===== config.mk =====
export PLATFORM = sky130hd
export DESIGN_NAME = fes_top
export DESIGN_NICKNAME = d
export VERILOG_FILES = /design/src/include/fes_pkg.sv /design/src/logic/fes_warmup.sv /design/src/logic/fes_top.sv
export VERILOG_INCLUDE_DIRS = /design/src /design/src/include
export SDC_FILE = /design/constraint.sdc
export NUM_CORES = 1
export LEC_CHECK = 0
export BUFFER_PORTS_ARGS = -buffer_cell sky130_fd_sc_hd__buf_2
export CAP_MARGIN = 20
export CORE_ASPECT_RATIO = 0.8
export CORE_MARGIN = 5
export CORE_UTILIZATION = 57
export DETAILED_ROUTE_END_ITERATION = 10
export HOLD_SLACK_MARGIN = 0.1
export PLACE_DENSITY = 0.85
export SLEW_MARGIN = 25
export SYNTH_ARGS = -nofsm -noshare
export SYNTH_HDL_FRONTEND = slang
export SYNTH_HIERARCHICAL = 1
export SYNTH_SLANG_ARGS = --single-unit

===== constraint.sdc =====
create_clock -name CLK -period 4.4 [get_ports CLK]
set_input_delay 0.44 -clock CLK [delete_from_list [all_inputs] [get_ports CLK]]
set_output_delay 0.44 -clock CLK [all_outputs]
set_load 0.01 [all_outputs]

===== src/include/fes_regs.svh =====
// Constants for the enable-select and pin-mux block
`ifndef FES_REGS_SVH
`define FES_REGS_SVH
`define FES_NUM_BLK 8
`define FES_SEL_W 4
// Block indices inside the enable vectors
`define FES_BLK_REG9 0
`define FES_BLK_REG10 1
`define FES_BLK_BUCK2 2
`define FES_BLK_OSC1 3
`define FES_BLK_OSC2 4
`define FES_BLK_USB 5
`define FES_BLK_SIM 6
`define FES_BLK_SPARE 7
// Synchronised pin indices
`define FES_NUM_PIN 8
`define FES_PIN_SLEEP_N 0
`define FES_PIN_EN0 1
`define FES_PIN_RST_HOST 4
`define FES_PIN_CLK_HOST 5
`define FES_PIN_IO_HOST 6
`define FES_PIN_IO_CARD 7
// USB pin code fields in the packed pin configuration
`define FES_USB_OE 0
`define FES_USB_DP 1
`define FES_USB_SEM 2
`define FES_USB_RCV 3
`define FES_USB_SUSP 4
// Reset values of the configuration fields
`define FES_SEL_RST 4'h0
`define FES_PERMIT_RST 8'h00
`define FES_PINCFG_RST 4'h0
// Warm-up times and their cycle counts
`define FES_CLK_NS 10
`define FES_WARM_A_US 1
`define FES_WARM_B_US 21
`define FES_WARM_C_US 41
`define FES_WARM_D_US 61
`define FES_WARM_A_CYC ((`FES_WARM_A_US * 1000 + `FES_CLK_NS - 1) / `FES_CLK_NS)
`define FES_WARM_B_CYC ((`FES_WARM_B_US * 1000 + `FES_CLK_NS - 1) / `FES_CLK_NS)
`define FES_WARM_C_CYC ((`FES_WARM_C_US * 1000 + `FES_CLK_NS - 1) / `FES_CLK_NS)
`define FES_WARM_D_CYC ((`FES_WARM_D_US * 1000 + `FES_CLK_NS - 1) / `FES_CLK_NS)
`define FES_WARM_CNT_W 13
`endif


===== src/include/fes_pkg.sv =====
// Types for the enable-select and pin-mux block
`default_nettype none
package fes_pkg;
	typedef enum logic [3:0] {
		SEL_OFF = 4'b0000,
		SEL_WORK = 4'b0001,
		SEL_CTRL0 = 4'b0010,
		SEL_CTRL1 = 4'b0011,
		SEL_CTRL2 = 4'b0100,
		SEL_PIN0 = 4'b0101,
		SEL_PIN1 = 4'b0110,
		SEL_PIN2 = 4'b0111
	} fes_sel_t;
	typedef enum logic {
		UNIT_IDLE = 1'b0,
		UNIT_SLEEP = 1'b1
	} fes_unit_t;
	typedef enum logic [1:0] {
		OWN_NONE = 2'b00,
		OWN_HOST = 2'b01,
		OWN_CARD = 2'b10,
		OWN_SETTLE = 2'b11
	} fes_owner_t;
endpackage
`default_nettype wire


===== src/logic/fes_warmup.sv =====
// Oscillator buffer warm-up delay before output enable
`include "fes_regs.svh"
`default_nettype none
module fes_warmup #(
	parameter int CYC_C = `FES_WARM_C_CYC,
	parameter int CYC_D = `FES_WARM_D_CYC
) (
	input wire logic clk,
	input wire logic rst_n,
	input wire logic enable,
	input wire logic [3:0] code,
	output logic out_en
);
	logic [`FES_WARM_CNT_W-1:0] cnt;
	logic [`FES_WARM_CNT_W-1:0] target;

	// Code pairs from 1000 upward pick the wait; other codes use the wait of pair 1000
	always_comb begin
		target = `FES_WARM_CNT_W'(`FES_WARM_A_CYC);
		if (code[3]) begin
			case (code[2:1])
				2'b00: target = `FES_WARM_CNT_W'(`FES_WARM_A_CYC);
				2'b01: target = `FES_WARM_CNT_W'(`FES_WARM_B_CYC);
				2'b10: target = `FES_WARM_CNT_W'(CYC_C);
				default: target = `FES_WARM_CNT_W'(CYC_D);
			endcase
		end
	end

	always_ff @(posedge clk) begin
		if (!rst_n || !enable) begin
			cnt <= `FES_WARM_CNT_W'h0000;
			out_en <= 1'b0;
		end else if (cnt < target) begin
			cnt <= cnt + `FES_WARM_CNT_W'h0001;
			out_en <= 1'b0;
		end else begin
			out_en <= 1'b1;
		end
	end

	AST_WARM_EARLY: assert property (@(posedge clk) disable iff (!rst_n)
		$rose(out_en) |-> $past(cnt >= target))
		else $error("Oscillator output enabled before warm-up ended");
endmodule // fes_warmup
`default_nettype wire


===== src/logic/fes_top.sv =====
// Enable source selection, sleep gating and multifunction pin routing
`include "fes_regs.svh"
`default_nettype none
// Behaviour
// - Each enable-capable block has its own 4-bit selector choosing its enable.
// - Sources include control bits of three control bytes and enable pins.
// - One source may drive any number of blocks at once.
// - In sleep, a block without sleep permission is forced off.
// - With sleep permission, enable follows the selected source regardless of sleep.
// - Code 0001 enables the block whenever the unit is working.
// - Code 0010 enables the block when control byte zero bits [1:0] are 11.
// - Each multifunction pin takes a code selecting analog, converter or digital use.
// - The card level shifter connects only when all six pins select it.
// - USB connects 5-wire or 3-wire only when all used pins pick that role.
// - Function enables shut a function down without changing its pin connection.
// - USB codes 1000-1011 are 3-pin roles, 1100-1111 are 5-pin roles.
// - First oscillator input code pairs select 1, 21, 41 or 61 us warm-up.
// - Second oscillator input code pairs select the same warm-up waits.
// - Unit enters sleep from idle when the sleep request pin goes low.
module fes_top #(
	parameter int WARM_C_CYC = `FES_WARM_C_CYC,
	parameter int WARM_D_CYC = `FES_WARM_D_CYC
) (
	// Clock and reset
	input wire logic CLK,
	input wire logic RST_N,
	// Sleep request and enable sources
	input wire logic SLEEP_REQ_N,
	input wire logic [7:0] CTRL_BYTE0,
	input wire logic [7:0] CTRL_BYTE1,
	input wire logic [7:0] CTRL_BYTE2,
	input wire logic [2:0] ENABLE_PIN,
	// Selector and permit configuration
	input wire logic [`FES_NUM_BLK*`FES_SEL_W-1:0] BLOCK_ENABLE_SELECT,
	input wire logic [`FES_NUM_BLK-1:0] SLEEP_PERMIT,
	// Pin function codes
	input wire logic [23:0] CARD_PIN_CFG,
	input wire logic [19:0] USB_PIN_CFG,
	input wire logic USB_FOUR_WIRE,
	input wire logic [3:0] OSC_BUFFER_ONE_INPUT_PIN_CFG,
	input wire logic [3:0] OSC_BUFFER_TWO_INPUT_PIN_CFG,
	// Block enables and status
	output logic [`FES_NUM_BLK-1:0] BLOCK_ENABLE,
	output logic UNIT_SLEEP,
	output logic OSC_BUFFER_ONE_OUT_EN,
	output logic OSC_BUFFER_TWO_OUT_EN,
	output logic CARD_SHIFTER_CONN,
	output logic USB_CONN_THREE_WIRE,
	output logic USB_CONN_FIVE_WIRE,
	output logic USB_ACTIVE,
	// Card level shifter pins
	input wire logic CARD_RESET_HOST_PIN,
	input wire logic CARD_CLOCK_HOST_PIN,
	input wire logic CARD_IO_HOST_PIN_I,
	output logic CARD_IO_HOST_PIN_O,
	output logic CARD_IO_HOST_PIN_OE,
	output logic CARD_RESET_CARD_PIN,
	output logic CARD_CLOCK_CARD_PIN,
	input wire logic CARD_IO_CARD_PIN_I,
	output logic CARD_IO_CARD_PIN_O,
	output logic CARD_IO_CARD_PIN_OE
);
	logic [`FES_NUM_PIN-1:0] pin_raw;
	logic [`FES_NUM_PIN-1:0] sync1;
	logic [`FES_NUM_PIN-1:0] sync2;
	logic [`FES_NUM_PIN-1:0] sync3;
	logic [`FES_NUM_PIN-1:0] pin;
	logic [`FES_SEL_W-1:0] sel_q [`FES_NUM_BLK];
	logic [`FES_NUM_BLK-1:0] permit_q;
	logic [`FES_NUM_BLK-1:0] src;
	logic [23:0] card_cfg_q;
	logic [19:0] usb_cfg_q;
	logic [3:0] osc1_cfg_q;
	logic [3:0] osc2_cfg_q;
	fes_pkg::fes_unit_t unit;
	fes_pkg::fes_owner_t owner;
	fes_pkg::fes_owner_t next_owner;
	logic card_act;
	logic usb3_ok;
	logic usb5_ok;

	assign pin_raw = {CARD_IO_CARD_PIN_I, CARD_IO_HOST_PIN_I, CARD_CLOCK_HOST_PIN,
		CARD_RESET_HOST_PIN, ENABLE_PIN, SLEEP_REQ_N};

	// Three-stage pin synchronisers with agreement filter
	genvar p;
	generate
		for (p = 0; p < `FES_NUM_PIN; p++) begin : g_sync
			always_ff @(posedge CLK) begin
				if (!RST_N) begin
					sync1[p] <= 1'b1;
					sync2[p] <= 1'b1;
					sync3[p] <= 1'b1;
					pin[p] <= 1'b1;
				end else begin
					sync1[p] <= pin_raw[p];
					sync2[p] <= sync1[p];
					sync3[p] <= sync2[p];
					if (sync2[p] == sync3[p]) begin
						pin[p] <= sync3[p];
					end
				end
			end
		end
	endgenerate

	// Configuration capture
	always_ff @(posedge CLK) begin
		if (!RST_N) begin
			permit_q <= `FES_PERMIT_RST;
			card_cfg_q <= {6{`FES_PINCFG_RST}};
			usb_cfg_q <= {5{`FES_PINCFG_RST}};
			osc1_cfg_q <= `FES_PINCFG_RST;
			osc2_cfg_q <= `FES_PINCFG_RST;
		end else begin
			permit_q <= SLEEP_PERMIT;
			card_cfg_q <= CARD_PIN_CFG;
			usb_cfg_q <= USB_PIN_CFG;
			osc1_cfg_q <= OSC_BUFFER_ONE_INPUT_PIN_CFG;
			osc2_cfg_q <= OSC_BUFFER_TWO_INPUT_PIN_CFG;
		end
	end

	// Unit sleep state
	always_ff @(posedge CLK) begin
		if (!RST_N) begin
			unit <= fes_pkg::UNIT_IDLE;
		end else begin
			case (unit)
				fes_pkg::UNIT_IDLE: if (!pin[`FES_PIN_SLEEP_N]) unit <= fes_pkg::UNIT_SLEEP;
				fes_pkg::UNIT_SLEEP: if (pin[`FES_PIN_SLEEP_N]) unit <= fes_pkg::UNIT_IDLE;
				default: unit <= fes_pkg::UNIT_IDLE;
			endcase
		end
	end
	assign UNIT_SLEEP = (unit == fes_pkg::UNIT_SLEEP);

	// Per-block source selection and sleep gating
	genvar b;
	generate
		for (b = 0; b < `FES_NUM_BLK; b++) begin : g_blk
			always_ff @(posedge CLK) begin
				if (!RST_N) begin
					sel_q[b] <= `FES_SEL_RST;
				end else begin
					sel_q[b] <= BLOCK_ENABLE_SELECT[b*`FES_SEL_W +: `FES_SEL_W];
				end
			end

			// Every block decodes the same shared sources
			always_comb begin
				case (sel_q[b])
					fes_pkg::SEL_WORK: src[b] = 1'b1;
					fes_pkg::SEL_CTRL0: src[b] = &CTRL_BYTE0[1:0];
					fes_pkg::SEL_CTRL1: src[b] = CTRL_BYTE1[0];
					fes_pkg::SEL_CTRL2: src[b] = CTRL_BYTE2[0];
					fes_pkg::SEL_PIN0: src[b] = pin[`FES_PIN_EN0];
					fes_pkg::SEL_PIN1: src[b] = pin[`FES_PIN_EN0+1];
					fes_pkg::SEL_PIN2: src[b] = pin[`FES_PIN_EN0+2];
					default: src[b] = 1'b0;
				endcase
			end

			always_ff @(posedge CLK) begin
				if (!RST_N) begin
					BLOCK_ENABLE[b] <= 1'b0;
				end else begin
					BLOCK_ENABLE[b] <= src[b] && (permit_q[b] || !UNIT_SLEEP);
				end
			end

			AST_SLEEP_GATE: assert property (@(posedge CLK) disable iff (!RST_N)
				UNIT_SLEEP && !permit_q[b] |=> !BLOCK_ENABLE[b])
				else $error("Block enabled in sleep without permission");
			AST_PERMIT_FOLLOW: assert property (@(posedge CLK) disable iff (!RST_N)
				permit_q[b] |=> BLOCK_ENABLE[b] == $past(src[b]))
				else $error("Permitted block does not follow its source");
			AST_UNDEF_OFF: assert property (@(posedge CLK) disable iff (!RST_N)
				sel_q[b][3] |=> !BLOCK_ENABLE[b])
				else $error("Undefined selector enabled a block");
			AST_WORK_ON: assert property (@(posedge CLK) disable iff (!RST_N)
				sel_q[b] == fes_pkg::SEL_WORK && !UNIT_SLEEP |=> BLOCK_ENABLE[b])
				else $error("Working-state code failed to enable block");
		end
	endgenerate

	AST_CTRL0: assert property (@(posedge CLK) disable iff (!RST_N)
		sel_q[0] == fes_pkg::SEL_CTRL0 && CTRL_BYTE0[1:0] == 2'b11 && !UNIT_SLEEP
		|=> BLOCK_ENABLE[0])
		else $error("Control byte zero code failed to enable block");
	AST_SLEEP_ENTER: assert property (@(posedge CLK) disable iff (!RST_N)
		!UNIT_SLEEP && !pin[`FES_PIN_SLEEP_N] |=> UNIT_SLEEP)
		else $error("Sleep request ignored in idle");

	// Oscillator buffer warm-up
	fes_warmup #(.CYC_C(WARM_C_CYC), .CYC_D(WARM_D_CYC)) u_warm_one (
		.clk(CLK),
		.rst_n(RST_N),
		.enable(BLOCK_ENABLE[`FES_BLK_OSC1]),
		.code(osc1_cfg_q),
		.out_en(OSC_BUFFER_ONE_OUT_EN)
	);
	fes_warmup #(.CYC_C(WARM_C_CYC), .CYC_D(WARM_D_CYC)) u_warm_two (
		.clk(CLK),
		.rst_n(RST_N),
		.enable(BLOCK_ENABLE[`FES_BLK_OSC2]),
		.code(osc2_cfg_q),
		.out_en(OSC_BUFFER_TWO_OUT_EN)
	);

	// Multi-pin connection checks
	always_comb begin
		usb3_ok = 1'b1;
		usb5_ok = 1'b1;
		for (int i = `FES_USB_OE; i <= `FES_USB_SEM; i++) begin
			usb3_ok = usb3_ok && (usb_cfg_q[i*4+3 -: 2] == 2'b10);
			usb5_ok = usb5_ok && (usb_cfg_q[i*4+3 -: 2] == 2'b11);
		end
		usb5_ok = usb5_ok && (usb_cfg_q[`FES_USB_RCV*4+3 -: 2] == 2'b11);
		usb5_ok = usb5_ok && (USB_FOUR_WIRE || usb_cfg_q[`FES_USB_SUSP*4+3 -: 2] == 2'b11);
	end

	always_ff @(posedge CLK) begin
		if (!RST_N) begin
			CARD_SHIFTER_CONN <= 1'b0;
			USB_CONN_THREE_WIRE <= 1'b0;
			USB_CONN_FIVE_WIRE <= 1'b0;
			USB_ACTIVE <= 1'b0;
		end else begin
			CARD_SHIFTER_CONN <= &{card_cfg_q[23], card_cfg_q[19], card_cfg_q[15],
				card_cfg_q[11], card_cfg_q[7], card_cfg_q[3]};
			USB_CONN_THREE_WIRE <= usb3_ok;
			USB_CONN_FIVE_WIRE <= usb5_ok;
			USB_ACTIVE <= (USB_CONN_THREE_WIRE || USB_CONN_FIVE_WIRE)
				&& BLOCK_ENABLE[`FES_BLK_USB];
		end
	end

	AST_CARD_CONN: assert property (@(posedge CLK) disable iff (!RST_N)
		CARD_SHIFTER_CONN |-> $past(card_cfg_q[3] && card_cfg_q[7] && card_cfg_q[11]
		&& card_cfg_q[15] && card_cfg_q[19] && card_cfg_q[23]))
		else $error("Shifter connected with a pin not selecting it");
	AST_USB_EXCL: assert property (@(posedge CLK) disable iff (!RST_N)
		!(USB_CONN_THREE_WIRE && USB_CONN_FIVE_WIRE))
		else $error("USB connected in both wire modes");
	AST_USB_RANGE: assert property (@(posedge CLK) disable iff (!RST_N)
		USB_CONN_THREE_WIRE |-> $past(usb_cfg_q[7:6] == 2'b10))
		else $error("Three-wire USB outside its code range");
	AST_RESET_DEF: assert property (@(posedge CLK)
		$past(!RST_N) && RST_N |-> !CARD_SHIFTER_CONN && !USB_CONN_FIVE_WIRE
		&& BLOCK_ENABLE == '0 && permit_q == `FES_PERMIT_RST)
		else $error("Configuration not at default after reset");

	// Card level shifter routing with bus ownership for the shared data line
	assign card_act = CARD_SHIFTER_CONN && BLOCK_ENABLE[`FES_BLK_SIM];

	always_comb begin
		next_owner = owner;
		case (owner)
			fes_pkg::OWN_NONE: begin
				if (!card_act) next_owner = fes_pkg::OWN_NONE;
				else if (!pin[`FES_PIN_IO_HOST]) next_owner = fes_pkg::OWN_HOST;
				else if (!pin[`FES_PIN_IO_CARD]) next_owner = fes_pkg::OWN_CARD;
			end
			fes_pkg::OWN_HOST: if (!card_act || pin[`FES_PIN_IO_HOST]) next_owner = fes_pkg::OWN_SETTLE;
			fes_pkg::OWN_CARD: if (!card_act || pin[`FES_PIN_IO_CARD]) next_owner = fes_pkg::OWN_SETTLE;
			default: begin
				// Wait for both sides high so our own drive is not mirrored back
				if (pin[`FES_PIN_IO_HOST] && pin[`FES_PIN_IO_CARD]) next_owner = fes_pkg::OWN_NONE;
			end
		endcase
	end

	always_ff @(posedge CLK) begin
		if (!RST_N) begin
			owner <= fes_pkg::OWN_NONE;
			CARD_RESET_CARD_PIN <= 1'b0;
			CARD_CLOCK_CARD_PIN <= 1'b0;
			CARD_IO_CARD_PIN_OE <= 1'b0;
			CARD_IO_HOST_PIN_OE <= 1'b0;
		end else begin
			owner <= next_owner;
			CARD_RESET_CARD_PIN <= card_act && pin[`FES_PIN_RST_HOST];
			CARD_CLOCK_CARD_PIN <= card_act && pin[`FES_PIN_CLK_HOST];
			CARD_IO_CARD_PIN_OE <= (next_owner == fes_pkg::OWN_HOST);
			CARD_IO_HOST_PIN_OE <= (next_owner == fes_pkg::OWN_CARD);
		end
	end
	// Open-drain data lines only ever pull low
	assign CARD_IO_CARD_PIN_O = 1'b0;
	assign CARD_IO_HOST_PIN_O = 1'b0;

	AST_CARD_ROUTE: assert property (@(posedge CLK) disable iff (!RST_N)
		card_act |=> CARD_RESET_CARD_PIN == $past(pin[`FES_PIN_RST_HOST])
		&& CARD_CLOCK_CARD_PIN == $past(pin[`FES_PIN_CLK_HOST]))
		else $error("Card side does not mirror host reset and clock");

	COV_SLEEP_GATED: cover property (@(posedge CLK) disable iff (!RST_N)
		UNIT_SLEEP && !permit_q[`FES_BLK_BUCK2] && sel_q[`FES_BLK_BUCK2] == fes_pkg::SEL_WORK);
	COV_GROUP_ON: cover property (@(posedge CLK) disable iff (!RST_N)
		BLOCK_ENABLE[2:0] == 3'b111 && $past(BLOCK_ENABLE[2:0] == 3'b000));
	COV_USB_FIVE: cover property (@(posedge CLK) disable iff (!RST_N) USB_ACTIVE && USB_CONN_FIVE_WIRE);
	COV_CARD_HOST_LOW: cover property (@(posedge CLK) disable iff (!RST_N) CARD_IO_CARD_PIN_OE);
endmodule // fes_top
`default_nettype wire


==> results.yml, run 1 <==
run_status:
  outcome: "complete, no violations"
layout:
  drive_above_1_share_pct: 22.7
  diodes: 0
  utilization_pct: 69.9
  nFillCells: 740
  fin_nets: 804
  area_growth_pct: 19.8
critical_path:
  r2r_slack_ns: 1.45
  cp_max_fo: 18
  cp-start-kind: "flop"
  cp.arrival_ns: 3.27
  reg2reg_to: "u_warm_two/cnt[5]$_SDFFE_PP0N_"
  ff2ff_path_depth: 9
  cp-end-kind: "flop"
  r2r-start: "osc2_cfg_q[1]$_SDFF_PN0_"
  required_ns: 4.72
  worstSetupPathType: "flop to flop"
die:
  die_w_um: 121
  std_cell_rows: 32
  coreArea_um2: 9650
  fp.dieArea_um2: 12000
  io_pins: 148
  die_h_um: 98.9
  start_util_pct: 58.3
sta:
  max_slew_margin_pct: 51.8
  setup_viol: 0
  finClkSkew_ns: 0.00611
  rsz0062_at_grt: "false"
  finalSetupTns_ns: 0
  timing.final.crit_share_pct: 67.1
  clock.fmax_mhz: 339
  fin_ws_ns: 1.45
  timing.hold.ws_ns: 0.206
  hold_violations: 0
  worst_slew_pin_slew_ns: 0.723
  slew_violations: 0
  fin_crit_ns: 2.95
cts:
  post-cts-setup-buffers: 0
  clk_path_buf_depth: 2
  numCtsBuffers: 17
  worstSkewPairLatency_ns: 0.40
  cts.clk_slew.worst_paths_ns: 0.06
  cts_tree: "built"
  htreeDepth: 4
  cts_hold_buf: 0
  cts-root-buf: "clkbuf_16"
  cts.sinks: 141
  cts_resized: 0
place:
  pre_cts_ws_ns: 1.46
  dp_hpwl_um: 8270
  gp_congestion: 0.822
  port_buffers: 95
grt:
  grt_use_met1_pct: 24.4
  top_usage_layer: "met2"
  grt_max_degree: 62
  gr-usage-met3_pct: 7.80
  track_usage_pct: 21.3
  grt_pass1_vias: 4523
  grt_overflow_total: 0
  grt_pass1_wl_um: 20300
  grt.met2_usage_pct: 36.1
  antenna_found_initial: 1
drt:
  dr.pass1.iters: 6
  avgViaCountPerCell: 5.50
  drc: 0
  ant_nets: 0
  wl_per_cell_um: 15.3
  routed_wl_um: 12200
  drtIter0Drc: 255
  num_vias: 4387
min_path:
  hold-path-endpoint: "sync1[7]$_SDFF_PN1_"
  min_path_cells: 2
  hp-class: "input pin to flop"
  worstHoldStart: "CARD_IO_CARD_PIN_I"
pwr:
  vdd_drop_max_v: 0.000447
  p_per_area_nw_per_um2: 426
  p_leak_nw: 2.77
logic_synthesis:
  synthCells: 557
  netlist_area_um2: 5630
  synth_warnings: 6
  avgSynthCellArea_um2: 10.1
run:
  drv_cap: 0
-- how the worst max path moves through the flow --
| stage | start | to | slack, ns | cells past startpoint |
|---|---|---|---|---|
| 4_1_cts | osc2_cfg_q[1]$_SDFF_PN0_ | u_warm_two/cnt[12]$_SDFFE_PP0N_ | 1.43 | 9 |
| 3_3_place_gp | osc2_cfg_q[1]$_SDFF_PN0_ | u_warm_two/cnt[12]$_SDFFE_PP0N_ | 1.62 | 9 |
| 5_1_grt | osc2_cfg_q[1]$_SDFF_PN0_ | u_warm_two/cnt[12]$_SDFFE_PP0N_ | 1.22 | 9 |
| 6_report | osc2_cfg_q[1]$_SDFF_PN0_ | u_warm_two/cnt[5]$_SDFFE_PP0N_ | 1.45 | 9 |
| 2_1_floorplan | osc1_cfg_q[1]$_SDFF_PN0_ | u_warm_one/cnt[11]$_SDFFE_PP0N_ | 1.90 | 10 |
| 3_5_place_dp | osc2_cfg_q[1]$_SDFF_PN0_ | u_warm_two/cnt[12]$_SDFFE_PP0N_ | 1.46 | 9 |
-- flip-flops by register name, summed over array words and instances (netlist names), 2 cells and up --
register and flops:
sync1 8, osc2_cfg_q 3, usb_cfg_q 10, permit_q 8
osc1_cfg_q 3, u_warm_one/cnt 13, BLOCK_ENABLE 8, sel_q 32
owner 2, sync3 8, u_warm_two/cnt 13, pin 8
card_cfg_q 6, sync2 8
-- through the flow --
step | std cells | power (mW) | instance area, um^2
after floorplan | 558 | 1.45 | 5630
after global placement | 766 | 1.51 | 6160
after detailed placement | 766 | 1.51 | 6160
after CTS | 797 | 2.89 | 6740
after global routing | 797 | 2.98 | 6740
final | 797 | 2.87 | 6740
-- worst max-delay path: stages (launching register included) --
cell and delay [ns]:
dfxtp_1 0.39, inv_1 0.10, ha_1 0.21, o21ai_0 0.18, ha_1 0.27, and4_1 0.27, a221oi_4 0.35, nand3_2 0.33
or4_1 0.59, a21oi_1 0.17
-- cell usage in the layout (no fill, tap or decap), drive strengths merged, types with 7 or more instances in the layout --
cell	instances
nor2	23
nand2	21
inv	14
a32oi	7
clkbuf	19
o21ai	37
dfxtp	141
nand4	10
ha	28
nand3b	8
or4	11
nor2b	9
nand3	22
buf	96
and2	65
a21oi	30
a31o	7
o31ai	10
nor4b	7
nand2b	18
or3	8
mux2i	10
or2b	8
-- layout make-up --
class	count	area, um^2	share of cell area [%]
clock buffer	19	443	6.57
clock inverter	12	134	1.99
inverter	10	37.5	0.557
multi-input combinational	383	2650	39.3
sequential	141	2820	41.9
tap	136	170	2.52
timing repair buffer	96	483	7.17
-- routing by layer --
layer / up-vias / part of all wire (%)
met4: 2 / 1.7
li1: 2162 / -
met1: 2080 / 42
met2: 123 / 50
met3: 20 / 6.0
met5: - / 0.058
-- where the power goes --
group	switching, mW	total [mW]	internal [mW]
clock network	0.532	1.38	0.850
logic	0.0637	0.138	0.0740
registers	0.0283	1.35	1.32
total	0.624	2.87	2.25
No activity file was read; power rests on OpenSTA's default activity.
==> run 2: changes to the inputs <==
--- a/config.mk
+++ b/config.mk
@@ -10,10 +10,10 @@
 export CAP_MARGIN = 20
 export CORE_ASPECT_RATIO = 0.8
 export CORE_MARGIN = 5
-export CORE_UTILIZATION = 57
+export CORE_UTILIZATION = 53
 export DETAILED_ROUTE_END_ITERATION = 10
 export HOLD_SLACK_MARGIN = 0.1
-export PLACE_DENSITY = 0.85
+export PLACE_DENSITY = 0.8
 export SLEW_MARGIN = 25
 export SYNTH_ARGS = -nofsm -noshare
 export SYNTH_HDL_FRONTEND = slang
==> constraint.sdc (replaced) <==
create_clock -name CLK -period 2.8 [get_ports CLK]
set_input_delay 0.28 -clock CLK [delete_from_list [all_inputs] [get_ports CLK]]
set_output_delay 0.28 -clock CLK [all_outputs]
set_load 0.01 [all_outputs]
==> results.yml, run 2 (same netlist as run 1, synthesis figures left out) <==
cts:
  clk_path_buf_depth: 2
  cts.sinks: 141
  cts-root-buf: "clkbuf_16"
  worstSkewPairLatency_ns: 0.41
  cts.clk_slew.worst_paths_ns: 0.06
  cts_tree: "built"
  numCtsBuffers: 17
  htreeDepth: 4
critical_path:
  cp-end-kind: "flop"
  reg2reg_to: "u_warm_two/cnt[4]$_SDFFE_PP0N_"
  startpoint: "osc2_cfg_q[2]$_SDFF_PN0_"
  required_ns: 3.16
  cpLargestDelayFamily: "simple AND/OR/NAND/NOR gates"
  cp-start-kind: "flop"
  cp.arrival_ns: 3.06
  r2r_slack_ns: 0.1
  critPathMaxStageDelay_ns: 0.46
  worstSetupPathType: "flop to flop"
  slowest_stage: "or4_1"
  ff2ff_path_depth: 9
  r2r-start: "osc2_cfg_q[2]$_SDFF_PN0_"
  path_cells: "ha_2 -> nand2_2 -> ha_1 -> and4_2 -> a221oi_4 -> nand3_4 -> buf_4 -> or4_1 -> nand2_1"
  worst-path-stages: 9
  cp_max_fo: 6
  crit_path_end: "u_warm_two/cnt[4]$_SDFFE_PP0N_"
  critPathBufInv: 1
sta:
  rsz0062_at_grt: "false"
  timing.final.crit_share_pct: 96.5
  timing.hold.ws_ns: 0.177
  fin_crit_ns: 2.70
  slew_violations: 0
  finClkSkew_ns: 0.00798
  fin_ws_ns: 0.0969
  setup_viol: 0
  clock.fmax_mhz: 370
  finalSetupTns_ns: 0
  hold_violations: 0
layout:
  largest_register: "sel_q"
  mostFrequentLayoutCells: "dfxtp_1, buf_2, dlygate4sd3_1, and2_1, a21oi_1"
  largest_register_ffs: 32
  diodes: 0
  drive_above_1_share_pct: 23.1
  instances_no_fill: 883
  final_cell_area_um2: 7560
  utilization_pct: 73.3
  final_common_cell: "dfxtp_1"
  largestRegisters: "sel_q x32, u_warm_one/cnt x13, u_warm_two/cnt x13"
  fin_nets: 885
  area_growth_pct: 34.4
pwr:
  p_per_area_nw_per_um2: 595
  pwr-share-clk_pct: 46.0
  p_int_mw: 3.44
  p_total_mw: 4.50
  p_leak_nw: 3.11
  pwr-share-seq_pct: 47.2
  swShare_pct: 23.7
  vdd_drop_max_v: 0.000501
  p_switching_mw: 1.07
  pwr-share-comb_pct: 6.8
drt:
  drc: 0
  routed_wl_um: 14100
  num_vias: 4732
  ant_nets: 0
  avgViaCountPerCell: 5.36
  dr.pass1.iters: 5
  drtIter0Drc: 276
  wl_per_cell_um: 16.0
grt:
  gr-usage-met3_pct: 6.79
  antenna_found_initial: 0
  grt_use_met1_pct: 25.0
  grt.met2_usage_pct: 39.7
  grt_overflow_total: 0
  grt_pass1_vias: 4859
  grt_max_degree: 112
  grt_pass1_wl_um: 22600
  top_usage_layer: "met2"
  track_usage_pct: 22.2
place:
  gp_congestion: 0.822
  pre_cts_ws_ns: 0.0109
  placed_area_um2: 6210
  port_buffers: 95
  dp_hpwl_um: 8370
  dpl.cell_count: 774
die:
  fp.dieArea_um2: 12800
  std_cell_rows: 33
  coreArea_um2: 10300
  start_util_pct: 54.5
  io_pins: 148
  die_w_um: 125
  die_h_um: 102
min_path:
  hp-class: "input pin to flop"
run:
  drv_cap: 0
run_status:
  outcome: "complete, no violations"
## run 2: cell types whose count changed in the layout (fill, tap and decap cells not counted), sizes merged
cell | before | now
nand3 | 22 | 23
dlygate4sd3 | 0 | 70
bufinv | 2 | 0
clkinvlp | 2 | 5
buf | 96 | 106
## run 2: worst register-to-register path: stages (launching register included)
cell and delay [ns]:
dfxtp_1 0.38, ha_2 0.24, nand2_2 0.11, ha_1 0.31, and4_2 0.29, a221oi_4 0.44, nand3_4 0.17, buf_4 0.18
or4_1 0.46, nand2_1 0.08
## run 2: power by group through the flow
stage,logic [mW],registers [mW],clock network [mW]
6_report,0.307,2.12,2.07
4_1_cts,0.294,2.12,2.09
3_5_place_dp,0.217,2.16,0
2_1_floorplan,0.130,2.16,0
3_3_place_gp,0.208,2.16,0
5_1_grt,0.337,2.13,2.20
## run 2: how the worst min path moves through the flow
stage / endpoint / slack [ns] / cells after the start / start
2_1_floorplan: sync1[3]$_SDFF_PN1_ / 0.38 / 1 / ENABLE_PIN[2]
3_3_place_gp: sync2[4]$_SDFF_PN1_ / 0.39 / 1 / sync1[4]$_SDFF_PN1_
3_5_place_dp: sync2[7]$_SDFF_PN1_ / 0.39 / 1 / sync1[7]$_SDFF_PN1_
4_1_cts: sel_q[0][8]$_SDFF_PN0_ / 0.10 / 2 / BLOCK_ENABLE_SELECT[8]
5_1_grt: USB_CONN_FIVE_WIRE$_SDFF_PN0_ / 0.19 / 3 / USB_FOUR_WIRE
6_report: USB_CONN_FIVE_WIRE$_SDFF_PN0_ / 0.18 / 3 / USB_FOUR_WIRE
## run 2: area by class of cell
cell class                      count  area, um^2
Clock inverter                     13         109
Inverter                           10        37.5
Multi-Input combinational cell    384        2700
Timing Repair Buffer              176        1270
Tap cell                          140         175
Fill cell                         710        2760
Sequential cell                   141        2830
Clock buffer                       19         443
## run 2: repair_timing
item | 4_1_cts | 5_1_grt
pin swaps | 0 | 6
buffers inserted | 0 | 6
hold buffers | 69 | 1
setup endpoints to repair | 5 | 17
hold endpoints to repair | 69 | 1
gates cloned | 0 | 1
gates resized for setup | 1 | 15
## run 2: per-layer routing
layer  part of all wire (%)  vias to the layer above  routed length [um]
li1                       -                     2332                   -
met1                     42                     2233                5890
met5                      0                        -                   0
met2                     51                      138                7220
met3                    5.0                       29                 707
met4                    2.1                        0                 302
==> run 3: changes to the inputs <==
--- a/config.mk
+++ b/config.mk
@@ -10,12 +10,11 @@
 export CAP_MARGIN = 20
 export CORE_ASPECT_RATIO = 0.8
 export CORE_MARGIN = 5
-export CORE_UTILIZATION = 53
+export CORE_UTILIZATION = 52
 export DETAILED_ROUTE_END_ITERATION = 10
 export HOLD_SLACK_MARGIN = 0.1
-export PLACE_DENSITY = 0.8
+export PLACE_DENSITY = 0.79
 export SLEW_MARGIN = 25
 export SYNTH_ARGS = -nofsm -noshare
 export SYNTH_HDL_FRONTEND = slang
-export SYNTH_HIERARCHICAL = 1
 export SYNTH_SLANG_ARGS = --single-unit
==> results.yml, run 3 <==
run_status:
  outcome: "complete, no violations"
sta:
  finClkSkew_ns: 0.00751
  finalSetupTns_ns: 0
  max_slew_margin_pct: 57.7
  clock.fmax_mhz: 382
  timing.final.crit_share_pct: 93.5
  setup_viol: 0
  fin_crit_ns: 2.62
  hold_violations: 0
  fin_ws_ns: 0.181
  worst_slew_pin_slew_ns: 0.630
  slew_violations: 0
  rsz0062_at_grt: "false"
pwr:
  p_int_mw: 3.42
  p_per_area_nw_per_um2: 602
  p_switching_mw: 1.09
  p_leak_nw: 3.15
  swShare_pct: 24.2
  vdd_drop_max_v: 0.000424
  pwr-share-comb_pct: 6.6
  pwr-share-seq_pct: 47.1
  pwr-share-clk_pct: 46.3
layout:
  largest_register: "sel_q"
  diodes: 0
  largest_register_ffs: 32
  mostFrequentLayoutCells: "dfxtp_1, buf_2, dlygate4sd3_1, and2_1, nor2_1"
  regArea_um2: 2830
  nFillCells: 770
  area_growth_pct: 32.6
  fin_nets: 908
  final_common_cell: "dfxtp_1"
  drive_above_1_share_pct: 19.8
  largestRegisters: "sel_q x32, u_warm_one.cnt x13, u_warm_two.cnt x13"
  multiInputGateArea_um2: 2680
  utilization_pct: 69.6
  instances_no_fill: 908
logic_synthesis:
  ys_seq_area_share_pct: 50.0
  synth_area_leader_cell: "dfxtp_1"
  ys_top_cells_by_count: "dfxtp_1, and2_1, nor2_1"
  synthCells: 588
  synth_top_cell_area_share_pct: 50.0
  yosysMostFrequentCell: "dfxtp_1"
  synth.distinct_cells: 46
  ys_ff_latch: 141
  synth_area_leaders: "dfxtp_1, and2_1, ha_1"
  synth_warnings: 0
  synthFlopType: "dfxtp_1"
  synthArstFlopShare_pct: 0
  synth_edf_count: 0
  netlist_area_um2: 5650
  avgSynthCellArea_um2: 9.61
critical_path:
  worstSetupPathType: "flop to flop"
  cp_max_fo: 9
  cp-start-kind: "flop"
  required_ns: 3.14
  cp-end-kind: "flop"
  cp.arrival_ns: 2.96
drt:
  routed_wl_um: 13900
  ant_nets: 0
  drtIter0Drc: 276
  dr.pass1.iters: 4
  wl_per_cell_um: 15.3
  avgViaCountPerCell: 5.29
  drc: 0
  num_vias: 4799
place:
  dpl.cell_count: 806
  port_buffers: 95
  gp_congestion: 0.870
  pre_cts_ws_ns: 0.0202
  dp_hpwl_um: 8470
cts:
  htreeDepth: 4
  cts.sinks: 141
  cts-root-buf: "clkbuf_16"
  clk_path_buf_depth: 2
  numCtsBuffers: 17
  worstSkewPairLatency_ns: 0.42
  post-cts-setup-buffers: 0
  cts_tree: "built"
  cts.clk_slew.worst_paths_ns: 0.06
die:
  die_w_um: 127
  fp.dieArea_um2: 13100
  std_cell_rows: 34
  start_util_pct: 52.5
  io_pins: 148
  die_h_um: 103
  coreArea_um2: 10800
grt:
  grt_overflow_total: 0
  grt_pass1_wl_um: 23100
  track_usage_pct: 22.3
  grt_pass1_vias: 4982
  antenna_found_initial: 0
  grt_max_degree: 41
run:
  drv_cap: 0
min_path:
  hp-class: "input pin to flop"
-- run 3: critical path, cell delays in order (launching register included) --
cell and delay, ns:
dfxtp_2 0.36, inv_1 0.06, ha_1 0.28, and2_1 0.16
ha_1 0.30, a41oi_2 0.21, a211oi_1 0.08, or3_4 0.43
or4_1 0.51, a21oi_1 0.15
-- run 3: worst paths after layout --
| check | slack, ns | start | end | cells after the start |
|---|---|---|---|---|
| hold reg to reg | 0.39 | sel_q[0][15]$_SDFF_PN0_ | BLOCK_ENABLE[3]$_SDFF_PN0_ | 1 |
| hold / removal | 0.22 | USB_FOUR_WIRE | USB_CONN_FIVE_WIRE$_SDFF_PN0_ | 3 |
| setup reg to reg | 0.18 | osc1_cfg_q[1]$_SDFF_PN0_ | u_warm_one.cnt[12]$_SDFFE_PP0N_ | 9 |
| setup / recovery | 0.18 | osc1_cfg_q[1]$_SDFF_PN0_ | u_warm_one.cnt[12]$_SDFFE_PP0N_ | 9 |
-- run 3: final cells by class --
type                       instances  area share, %
tap                              144           2.40
clock buffer                      17           5.68
multi-input combinational        410           35.7
sequential                       141           37.7
clock inverter                    15           1.70
timing repair buffer             171           16.3
inverter                          10          0.501
-- run 3: cell families after synthesis --
family / share of synthesized area (%)
simple gates: 24.5
flops: 50.0
compound gates: 12.7
buf+inv: 2.95
fa+ha+maj: 6.64
mux: 2.52
xor+xnor: 0.620
other cells: 0.0664
-- run 3: metrics by stage --
stage / total power, mW / area (um^2) / hold slack [ns]
floorplan: 2.29 / 5650 / 0.374
CTS: 4.54 / 7480 / 0.216
finish: 4.51 / 7490 / 0.222
global route: 4.69 / 7490 / 0.224
detailed placement: 2.38 / 6220 / 0.380
global placement: 2.36 / 6220 / 0.378
-- run 3: power groups by stage --
| stage | Sequential (mW) | Combinational [mW] | Clock, mW |
|---|---|---|---|
| after floorplan | 2.15 | 0.130 | 0 |
| after global placement | 2.16 | 0.204 | 0 |
| after detailed placement | 2.16 | 0.214 | 0 |
| after CTS | 2.12 | 0.290 | 2.13 |
| after global routing | 2.13 | 0.328 | 2.23 |
| final | 2.12 | 0.298 | 2.09 |
-- run 3: what timing repair did --
action / in CTS / in global routing
hold endpoints to repair: 70 / 0
hold buffers: 70 / 0
gates resized for setup: 0 / 4
setup endpoints to repair: 0 / 4
-- run 3: per-layer routing --
metal	wire length [um]	up-vias	share of wire (%)	track usage, %
met5	0	-	0	0
met4	306	0	2.2	8.82
met3	815	27	5.9	6.57
met2	7150	154	51	40.6
met1	5650	2229	41	24.9
li1	-	2389	-	-
